<file path="src/include/iom_pkg.sv">
package iom_pkg;

  // ---------------------------------------------------------------
  // Register addresses
  // ---------------------------------------------------------------
  localparam logic [15:0] ADDR_CMD_CODE = 16'h1f3f;
  localparam logic [15:0] ADDR_PARAM_COUNT = 16'h1f40;
  localparam logic [15:0] ADDR_DEST_SELECT = 16'h1f41;
  localparam logic [15:0] ADDR_SEC_TYPE = 16'h1f42;
  localparam logic [15:0] ADDR_PW_HI = 16'h1f43;
  localparam logic [15:0] ADDR_PW_LO = 16'h1f44;
  localparam logic [15:0] ADDR_PARAM_ONE = 16'h1f45;
  localparam logic [15:0] ADDR_PARAM_TWO = 16'h1f46;
  localparam logic [15:0] ADDR_LAST_CODE = 16'h1f53;
  localparam logic [15:0] ADDR_CMD_STATUS = 16'h1f54;
  localparam logic [15:0] ADDR_ALARM_STATUS = 16'h1f61;
  localparam logic [15:0] ADDR_OUTPUT_STATUS = 16'h1f62;

  // ---------------------------------------------------------------
  // Command codes
  // ---------------------------------------------------------------
  localparam logic [15:0] CMD_CHANGE_OUTPUT = 16'd1672;
  localparam logic [15:0] CMD_RESET_ALARMS = 16'd41099;
  localparam logic [15:0] CMD_SIMPLE_ENABLE = 16'd41100;
  localparam logic [15:0] CMD_ACK_LATCH = 16'd41102;
  localparam logic [15:0] CMD_PRESET_CRADLE_CNT = 16'd41352;
  localparam logic [15:0] CMD_PRESET_REGREASE = 16'd41353;
  localparam logic [15:0] CMD_LIGHT_CONTROL = 16'd42120;
  localparam logic [15:0] CMD_LOAD_CONTROL = 16'd42376;
  localparam logic [15:0] CMD_PRESET_PULSE_CNT = 16'd42888;
  localparam logic [15:0] CMD_PRESET_TEMP_CNT = 16'd42889;
  localparam logic [15:0] CMD_RESET_MINMAX = 16'd42890;
  localparam logic [15:0] CMD_GET_EVENTS = 16'd50560;

  // ---------------------------------------------------------------
  // Field values
  // ---------------------------------------------------------------
  localparam logic [15:0] DEST_FIRST = 16'h2001;
  localparam logic [15:0] DEST_SECOND = 16'h2101;
  localparam logic [15:0] SEC_PASSWORD = 16'h0001;
  localparam logic [15:0] SEC_NONE = 16'h0000;
  localparam logic [15:0] COUNT_CHANGE_OUTPUT = 16'd13;
  localparam logic [15:0] COUNT_PW_ONLY = 16'd10;
  localparam logic [15:0] COUNT_ONE_PARAM = 16'd11;
  localparam logic [15:0] COUNT_GET_EVENTS = 16'd27;
  localparam logic [15:0] VALUE_OFF = 16'h0000;
  localparam logic [15:0] VALUE_ON = 16'h0100;
  localparam logic [7:0] RELAY_ALL = 8'hff;
  localparam logic [15:0] METHOD_RECENT = 16'h0000;
  localparam logic [15:0] METHOD_BEFORE_SEQ = 16'h0002;

  // ---------------------------------------------------------------
  // Shared error set and sizes
  // ---------------------------------------------------------------
  localparam logic [15:0] ERR_NONE = 16'h0000;
  localparam logic [15:0] ERR_BAD_CODE = 16'h0001;
  localparam logic [15:0] ERR_NOT_CONFIGURED = 16'h0002;
  localparam logic [15:0] ERR_BAD_COUNT = 16'h0003;
  localparam logic [15:0] ERR_BAD_SECURITY = 16'h0004;
  localparam logic [15:0] ERR_BAD_PASSWORD = 16'h0005;
  localparam logic [15:0] ERR_BAD_PARAM = 16'h0006;
  localparam int NUM_OUT = 3;
  localparam int NUM_ALARM = 8;
  localparam logic [2:0] RST_OUT = 3'h0;
  localparam logic RST_SIMPLE_EN = 1'b1;

  // Configured applications
  typedef struct packed {
    logic cradle_drawer;
    logic light;
    logic load;
    logic pulse_count;
    logic cooling;
  } iom_app_cfg_s;

  // Register write and read strobes
  typedef struct packed {
    logic wr_en;
    logic rd_en;
    logic [15:0] addr;
    logic [15:0] wdata;
  } iom_reg_req_s;

  typedef enum logic [2:0] {
    ST_IDLE = 3'b001,
    ST_CHECK = 3'b010,
    ST_EXEC = 3'b100
  } iom_state_e;

  // Command block as written by the master
  typedef struct packed {
    logic [15:0] code;
    logic [15:0] count;
    logic [15:0] dest;
    logic [15:0] sec;
    logic [15:0] pw_hi;
    logic [15:0] pw_lo;
    logic [15:0] p1;
    logic [15:0] p2;
  } iom_cmd_s;

  // Whole state of the handler
  typedef struct packed {
    iom_state_e state;
    logic busy;
    iom_cmd_s cmd;
    logic [15:0] err;
    logic [15:0] last_code;
    logic [15:0] status;
    logic [2:0] dout;
    logic [2:0] latched;
    logic simple_en;
    logic [7:0] alarm;
    logic [7:0] alarm_s1;
    logic [7:0] alarm_s2;
    logic sel_s1;
    logic sel_s2;
    logic second_module;
    logic minmax_clr;
    logic evt_req;
    logic [15:0] evt_method;
    logic app_go;
    logic [15:0] app_code;
    logic [15:0] rd_data;
    logic rd_valid;
  } iom_st_s;

endpackage : iom_pkg

</file>
<file path="src/rtl/iom_cmd_handler.sv">
`timescale 1ns/100ps
// Overview of operation
// - Application commands need their application configured
// - 1672 changes output, needs password
// - 41099 resets alarms, 41100 switches simple commands on or off
// - 41102 unlatches output, 42890 resets min/max
// - 50560 gets events, no password check
// - 41352/41353 preset cradle counters and timers
// - 42120 light, 42376 load, when configured
// - 42888 pulse, 42889 temperature counter presets
// - Security type 1, admin or operator password
// - Change output: count 13, output 1-3
// - Value 0x0000 is OFF, 0x0100 ON
// - Only user-defined outputs may change
// - Reset alarms: count 10, clears resettable alarms
// - Simple commands: high byte 0 off, 1 on
// - Unlatch relay 1-3, or 0xFF for all
// - Failures use the shared error set only
// - Alarm status register is readable
// - Report executed code and status word
module iom_cmd_handler
  import iom_pkg::*;
(
  input wire logic clk,
  input wire logic rst_n,
  input wire iom_reg_req_s req,
  input wire logic frame_done,
  input wire logic module_strap,
  input wire iom_app_cfg_s app_cfg,
  input wire logic [2:0] out_user_def,
  input wire logic [31:0] admin_pw,
  input wire logic [31:0] oper_pw,
  input wire logic [7:0] alarm_in,
  input wire logic [7:0] alarm_resettable,
  input wire logic [2:0] latch_set,
  output logic [15:0] rd_data,
  output logic rd_valid,
  output logic busy,
  output logic [2:0] dout,
  output logic [2:0] relay_latched,
  output logic simple_cmd_en,
  output logic minmax_clear,
  output logic evt_req,
  output logic [15:0] evt_method,
  output logic app_cmd_go,
  output logic [15:0] app_cmd_code
);

  // ---------------------------------------------------------------
  // State registers
  // ---------------------------------------------------------------
  iom_st_s s_q;
  iom_st_s s_d;

  // ---------------------------------------------------------------
  // Per-output next values
  // ---------------------------------------------------------------
  logic [2:0] sel_hit;
  logic [2:0] unlatch_hit;
  logic do_change;
  logic do_unlatch;
  logic [7:0] relay_sel;

  assign relay_sel = s_q.cmd.p1[15:8];
  assign do_change = s_q.state == ST_EXEC && s_q.err == ERR_NONE &&
                     s_q.cmd.code == CMD_CHANGE_OUTPUT;
  assign do_unlatch = s_q.state == ST_EXEC && s_q.err == ERR_NONE &&
                      s_q.cmd.code == CMD_ACK_LATCH;

  // One slice per output: decode which one the command names
  for (genvar i = 0; i < NUM_OUT; i++)
  begin : g_out
    assign sel_hit[i] = do_change &&
                        s_q.cmd.p1 == 16'(i + 1);
    assign unlatch_hit[i] = do_unlatch && (relay_sel == RELAY_ALL ||
                            relay_sel == 8'(i + 1));
  end

  // ---------------------------------------------------------------
  // Command check, execution and register access
  // ---------------------------------------------------------------
  always_comb
  begin
    logic pw_ok;
    logic [31:0] pw;
    logic [15:0] own_dest;
    logic [15:0] e;
    logic [7:0] hi;
    pw = {s_q.cmd.pw_hi, s_q.cmd.pw_lo};
    pw_ok = pw == admin_pw || pw == oper_pw;
    own_dest = s_q.second_module ? DEST_SECOND : DEST_FIRST;
    hi = s_q.cmd.p1[15:8];
    e = ERR_NONE;
    s_d = s_q;

    // Single-cycle strobes
    s_d.minmax_clr = 1'b0;
    s_d.evt_req = 1'b0;
    s_d.app_go = 1'b0;
    s_d.rd_valid = 1'b0;

    // Two-flop synchronisers for pins
    s_d.alarm_s1 = alarm_in;
    s_d.alarm_s2 = s_q.alarm_s1;
    s_d.sel_s1 = module_strap;
    s_d.sel_s2 = s_q.sel_s1;
    // Strap follows its synchronised pin; only idle, so no
    // command ever sees the destination change under it
    if (s_q.state == ST_IDLE)
    begin
      s_d.second_module = s_q.sel_s2;
    end

    // Generic password check, shared by protected commands
    if (s_q.cmd.sec != SEC_PASSWORD)
    begin
      e = ERR_BAD_SECURITY;
    end
    else if (!pw_ok)
    begin
      e = ERR_BAD_PASSWORD;
    end

    // Per-code checks; later checks override the password
    // result where the layout is wrong, the code is unknown,
    // the application is not configured, or for event requests
    unique case (s_q.cmd.code)
      CMD_CHANGE_OUTPUT:
      begin
        if (s_q.cmd.count != COUNT_CHANGE_OUTPUT)
          e = ERR_BAD_COUNT;
        else if (e == ERR_NONE && (s_q.cmd.p1 == 16'h0000 ||
                 s_q.cmd.p1 > 16'(NUM_OUT)))
          e = ERR_BAD_PARAM;
        else if (e == ERR_NONE && s_q.cmd.p2 != VALUE_OFF &&
                 s_q.cmd.p2 != VALUE_ON)
          e = ERR_BAD_PARAM;
        else if (e == ERR_NONE &&
                 !out_user_def[s_q.cmd.p1[1:0] - 2'd1])
          e = ERR_BAD_PARAM;
      end
      CMD_RESET_ALARMS, CMD_RESET_MINMAX:
      begin
        if (s_q.cmd.count != COUNT_PW_ONLY)
          e = ERR_BAD_COUNT;
      end
      CMD_SIMPLE_ENABLE:
      begin
        if (s_q.cmd.count != COUNT_ONE_PARAM)
          e = ERR_BAD_COUNT;
        else if (e == ERR_NONE && hi > 8'h01)
          e = ERR_BAD_PARAM;
      end
      CMD_ACK_LATCH:
      begin
        if (s_q.cmd.count != COUNT_ONE_PARAM)
          e = ERR_BAD_COUNT;
        else if (e == ERR_NONE && hi != RELAY_ALL &&
                 (hi == 8'h00 || hi > 8'(NUM_OUT)))
          e = ERR_BAD_PARAM;
      end
      CMD_GET_EVENTS:
      begin
        // No password: only security type, layout and method checked
        if (s_q.cmd.count != COUNT_GET_EVENTS)
          e = ERR_BAD_COUNT;
        else if (s_q.cmd.sec != SEC_NONE)
          e = ERR_BAD_SECURITY;
        else if (s_q.cmd.p2 != METHOD_RECENT &&
                 s_q.cmd.p2 != METHOD_BEFORE_SEQ)
          e = ERR_BAD_PARAM;
        else
          e = ERR_NONE;
      end
      CMD_PRESET_CRADLE_CNT, CMD_PRESET_REGREASE:
      begin
        if (!app_cfg.cradle_drawer)
          e = ERR_NOT_CONFIGURED;
      end
      CMD_LIGHT_CONTROL:
      begin
        if (!app_cfg.light)
          e = ERR_NOT_CONFIGURED;
      end
      CMD_LOAD_CONTROL:
      begin
        if (!app_cfg.load)
          e = ERR_NOT_CONFIGURED;
      end
      CMD_PRESET_PULSE_CNT:
      begin
        if (!app_cfg.pulse_count)
          e = ERR_NOT_CONFIGURED;
      end
      CMD_PRESET_TEMP_CNT:
      begin
        if (!app_cfg.cooling)
          e = ERR_NOT_CONFIGURED;
      end
      default:
      begin
        e = ERR_BAD_CODE;
      end
    endcase

    // Sequencer: block is taken at the end of the write frame
    unique case (s_q.state)
      ST_IDLE:
      begin
        // Other module's commands are left alone entirely
        if (frame_done && s_q.cmd.dest == own_dest)
        begin
          s_d.state = ST_CHECK;
        end
      end
      ST_CHECK:
      begin
        s_d.err = e;
        s_d.state = ST_EXEC;
      end
      ST_EXEC:
      begin
        s_d.state = ST_IDLE;
        s_d.last_code = s_q.cmd.code;
        s_d.status = s_q.err;
        if (s_q.err == ERR_NONE)
        begin
          unique case (s_q.cmd.code)
            CMD_SIMPLE_ENABLE:
              s_d.simple_en = hi[0];
            CMD_RESET_MINMAX:
              s_d.minmax_clr = 1'b1;
            CMD_GET_EVENTS:
            begin
              s_d.evt_req = 1'b1;
              s_d.evt_method = s_q.cmd.p2;
            end
            CMD_PRESET_CRADLE_CNT, CMD_PRESET_REGREASE,
            CMD_LIGHT_CONTROL, CMD_LOAD_CONTROL,
            CMD_PRESET_PULSE_CNT, CMD_PRESET_TEMP_CNT:
            begin
              s_d.app_go = 1'b1;
              s_d.app_code = s_q.cmd.code;
            end
            default:
            begin
            end
          endcase
        end
      end
    endcase
    // Busy has a flop of its own so the port never glitches
    s_d.busy = s_d.state != ST_IDLE;

    // Outputs and latches; a new latch event beats an unlatch
    for (int i = 0; i < NUM_OUT; i++)
    begin
      if (sel_hit[i])
        s_d.dout[i] = s_q.cmd.p2 == VALUE_ON;
      if (unlatch_hit[i])
        s_d.latched[i] = 1'b0;
      if (latch_set[i])
        s_d.latched[i] = 1'b1;
    end

    // Alarms: raised by pin level, reset command clears the
    // resettable ones, a still-present alarm sets again
    if (s_q.state == ST_EXEC && s_q.err == ERR_NONE &&
        s_q.cmd.code == CMD_RESET_ALARMS)
    begin
      s_d.alarm = s_q.alarm & ~alarm_resettable;
    end
    s_d.alarm = s_d.alarm | s_q.alarm_s2;

    // Command block writes, refused while a command runs
    if (req.wr_en && s_q.state == ST_IDLE)
    begin
      unique case (req.addr)
        ADDR_CMD_CODE: s_d.cmd.code = req.wdata;
        ADDR_PARAM_COUNT: s_d.cmd.count = req.wdata;
        ADDR_DEST_SELECT: s_d.cmd.dest = req.wdata;
        ADDR_SEC_TYPE: s_d.cmd.sec = req.wdata;
        ADDR_PW_HI: s_d.cmd.pw_hi = req.wdata;
        ADDR_PW_LO: s_d.cmd.pw_lo = req.wdata;
        ADDR_PARAM_ONE: s_d.cmd.p1 = req.wdata;
        ADDR_PARAM_TWO: s_d.cmd.p2 = req.wdata;
        default:
        begin
        end
      endcase
    end

    // Reads answer one cycle later; write-only words read zero
    if (req.rd_en)
    begin
      s_d.rd_valid = 1'b1;
      unique case (req.addr)
        ADDR_LAST_CODE: s_d.rd_data = s_q.last_code;
        ADDR_CMD_STATUS: s_d.rd_data = s_q.status;
        ADDR_ALARM_STATUS: s_d.rd_data = {8'h00, s_q.alarm};
        ADDR_OUTPUT_STATUS:
          s_d.rd_data = {8'h00, 1'b0, s_q.simple_en,
                         s_q.latched, s_q.dout};
        default: s_d.rd_data = 16'h0000;
      endcase
    end
  end

  // ---------------------------------------------------------------
  // Register stage with synchronous reset
  // ---------------------------------------------------------------
  always_ff @(posedge clk)
  begin
    if (!rst_n)
    begin
      s_q <= '0;
      s_q.state <= ST_IDLE;
      s_q.dout <= RST_OUT;
      s_q.simple_en <= RST_SIMPLE_EN;
    end
    else
    begin
      s_q <= s_d;
    end
  end

  // ---------------------------------------------------------------
  // Outputs, all straight from flops
  // ---------------------------------------------------------------
  assign rd_data = s_q.rd_data;
  assign rd_valid = s_q.rd_valid;
  assign busy = s_q.busy; // Registered beside the state
  assign dout = s_q.dout;
  assign relay_latched = s_q.latched;
  assign simple_cmd_en = s_q.simple_en;
  assign minmax_clear = s_q.minmax_clr;
  assign evt_req = s_q.evt_req;
  assign evt_method = s_q.evt_method;
  assign app_cmd_go = s_q.app_go;
  assign app_cmd_code = s_q.app_code;

endmodule : iom_cmd_handler

</file>
<file path="config.mk">
export PLATFORM = sky130hd
export DESIGN_NAME = iom_cmd_handler
export DESIGN_NICKNAME = d
export VERILOG_FILES = /design/src/include/iom_pkg.sv /design/src/rtl/iom_cmd_handler.sv
export SDC_FILE = /design/constraint.sdc
export NUM_CORES = 1
export LEC_CHECK = 0
export BUFFER_PORTS_ARGS = -buffer_cell sky130_fd_sc_hd__buf_4
export CAP_MARGIN = 10
export CORE_ASPECT_RATIO = 1.2
export CORE_MARGIN = 8
export CORE_UTILIZATION = 50
export CTS_CLUSTER_SIZE = 8
export DETAILED_ROUTE_END_ITERATION = 7
export PLACE_DENSITY_LB_ADDON = 0.12
export SKIP_CTS_REPAIR_TIMING = 1
export SLEW_MARGIN = 10
export SYNTH_ARGS = -nofsm -noshare
export SYNTH_HDL_FRONTEND = slang
export SYNTH_SLANG_ARGS = --single-unit
</file>
<file path="constraint.sdc">
create_clock -name clk -period 3.7 [get_ports clk]
set_clock_uncertainty 0.1 [all_clocks]
set_input_delay 0.925 -clock clk [delete_from_list [all_inputs] [get_ports clk]]
set_output_delay 0.925 -clock clk [all_outputs]
set_load 0.05 [all_outputs]
</file>
==> reports/results.ini <==
[sta]
rsz0062_at_grt=no
holdWs_ps=326
hold_viol_final=0
tightest_slew_ps=745
slew_violations=0
slew_headroom_pct=49.9
min_period_ps=2950
period_share_pct=79.6
finalSetupViolCount=0
timing.fmax_mhz=339
tns_ps=0

[global_route]
grt_util_all_layers_pct=20.6
grt_pass1_vias=8249
gr-total-overflow=0
grt_first_pass_wirelength_mm=45.7
antenna_found_initial=1
grt_max_degree=94

[cts]
htree_levels=2
cts_tree=yes
clock_latency_ps=500
root_buffer=clkbuf_16
clkTransAtPathRegs_ps=50
clkSinkCount=240
numCtsBuffers=35
clockBufferDepth=3

[critical_path]
cpPeakStageDelay_ps=620
critPathCapture=s_q[243]
path_cells=buf_4, or4b_4, nor4_1, nand3_2, mux2i_1, nor2b_1
crit_path_end_kind=flop
r2r.worst_path.cells=6
cp.required_ps=3980
crit_fanout=16
r2r_setup_slack_ps=950
startpoint_type=input pin
r2r_start=s_q[250]
critPathArrivalTime_ps=3230
timing.rr.end=app_cmd_code[9]
slowest_stage=nand3_2
startpoint=req[29]
path_class=in -> reg

[layout]
final_core_util_pct=59.5
nNetsFinal=1392
final_layout_size_suffix_gt1_share_pct=20.4
fin_area_um2=13200
area_growth_pct=17.9
antennaDiodeCount=0

[logic_synthesis]
synth_warnings=0
synth_cell_type_count=67
synth_seq_area_share_pct=42.9
synth_ff_type=dfxtp_1
async_flop_share_pct=0
syn_inst=1152
synth_edf_count=0
syn_nets=1285
syn_avg_cell_area_um2=9.73
synth-seq-cells=240
syn_area_um2=11200

[pwr]
power.leakage_nw=5.17
p_int_mw=4.47
p_sw_share_pct=21.5
power.switching_mw=1.22
power_mw=5.69
combPwrFrac_pct=5.3
pwr-share-clk_pct=48.7
p_per_area_nw_per_um2=431
irDropWorstVdd_uv=307
seqPwrFrac_pct=46.0

[routing]
post_drt_wl_per_cell_um=18.8
drtIter0Drc=540
postRouteAntennaNets=0
finalWirelength_mm=28.9
firstDrtPassIters=5
routed_via_density=5.34
vias=8213
drc=0

[floorplan]
rows=60
die_w_um=153
dieArea_um2=27500
pin_count=189
core_um2=22200
die_h_um=180
initial_core_util_pct=50.4

[hold_path]
hp-class=reg -> reg

[placement]
finalWeightedCongestion=0.864
portBuffers=188
postPlaceCellArea_um2=12300
hpwl_mm=20.5

[status]
status=finished, final reports clean

[job]
maxCapViolCount=0

## cell type report
class	count	area (um^2)
Clock inverter	2	25.0
Tap cell	279	349
Clock buffer	36	901
Timing Repair Buffer	194	1470
Multi-Input combinational cell	772	5600
Sequential cell	240	4800
Inverter	16	60.1
Fill cell	1998	9010
## sequential cells by signal, indices dropped and copies added (netlist names), 3 cells and up
signal         cells
app_cmd_code      16
s_q              163
rd_data           16
dout               3
relay_sel          8
evt_method        16
relay_latched      3
s_d                9
## power groups by stage
| stage | logic (mW) | clock network [mW] | registers, mW |
|---|---|---|---|
| 2_1_floorplan | 0.138 | 0 | 2.67 |
| 3_3_place_gp | 0.303 | 0 | 2.67 |
| 3_5_place_dp | 0.303 | 0 | 2.67 |
| 4_1_cts | 0.303 | 2.83 | 2.62 |
| 5_1_grt | 0.321 | 2.94 | 2.62 |
| 6_report | 0.300 | 2.78 | 2.62 |
## placed cells by master (no fill, tap or decap), drive strengths merged, types with 9 or more instances in the layout
master | Yosys | layout
dfxtp | 240 | 240
buf | 67 | 194
nor2b | 158 | 158
mux2i | 148 | 148
nand2 | 76 | 76
xor2 | 64 | 64
nor4 | 38 | 38
clkbuf | 57 | 36
a21boi | 35 | 35
and2 | 32 | 32
nor2 | 29 | 29
nand3 | 25 | 25
a21oi | 23 | 23
inv | 16 | 17
nand4 | 15 | 15
nand2b | 14 | 14
and3 | 11 | 11
o21a | 11 | 11
nor3 | 10 | 10
o22ai | 9 | 9
## synth_stat cells (3+ instances only)
cell type,instances,area [um^2]
nor2_1,19,71.3
ha_1,4,50.1
a21o_1,3,22.5
nor3_1,8,40.0
buf_4,56,420
nor4_1,37,231
a222oi_1,4,40.0
or3_1,3,18.8
nor4b_1,6,52.6
inv_1,16,60.1
dfxtp_1,240,4800
nand2b_1,14,87.6
a21boi_0,27,203
clkbuf_1,57,214
and2_1,32,200
o22ai_1,9,56.3
o21a_1,11,82.6
a21oi_1,23,115
xor2_1,64,561
a21boi_1,8,60.1
buf_6,8,90.1
nand4_1,15,93.8
nor2_8,3,60.1
a221oi_1,4,35.0
o21ai_0,6,30.0
nor2_4,6,67.6
and3_1,11,68.8
nor3b_1,4,30.0
a22o_1,3,26.3
nand3_1,22,110
nand2_1,74,278
nor2b_1,158,988
nand4b_1,3,26.3
a31oi_1,5,31.3
mux2i_1,148,1480
## how the worst min path moves through the flow
stage,cells past startpoint,to,startpoint
2_1_floorplan,1,s_q[53],s_d[53]
3_3_place_gp,1,s_q[58],s_d[58]
3_5_place_dp,1,s_q[58],s_d[58]
5_1_grt,1,s_q[60],s_d[60]
4_1_cts,1,s_q[59],s_d[59]
6_report,1,s_q[59],s_d[59]
## cell families after synthesis
kind of cell	after synthesis	synth area share [%]
xor+xnor	65	5.08
mux	148	13.2
flops	240	42.9
simple gates	441	24.1
buf+inv	140	7.12
fa+ha+maj	4	0.447
compound gates	114	7.20
## per-layer routing
| layer | up-vias | GRT usage, % | part of all wire, % |
|---|---|---|---|
| li1 | 4090 | - | - |
| met1 | 3847 | 25.6 | 44 |
| met2 | 227 | 35.1 | 49 |
| met3 | 47 | 4.70 | 5.2 |
| met4 | 2 | 6.11 | 1.9 |
| met5 | - | 0 | 0.045 |
## stage by stage
stage	setup slack (ps)	instances
floorplan	812	1152
global placement	423	1501
detailed placement	293	1501
CTS	810	1539
global route	594	1539
finish	754	1539
## worst max-delay path: cells and delay by family
family                 cells  cell delay, ps
multiplexers               1             320
buffers and inverters      1             110
AND/OR/NAND/NOR            4            1870
(Power assumes the default switching activity.)
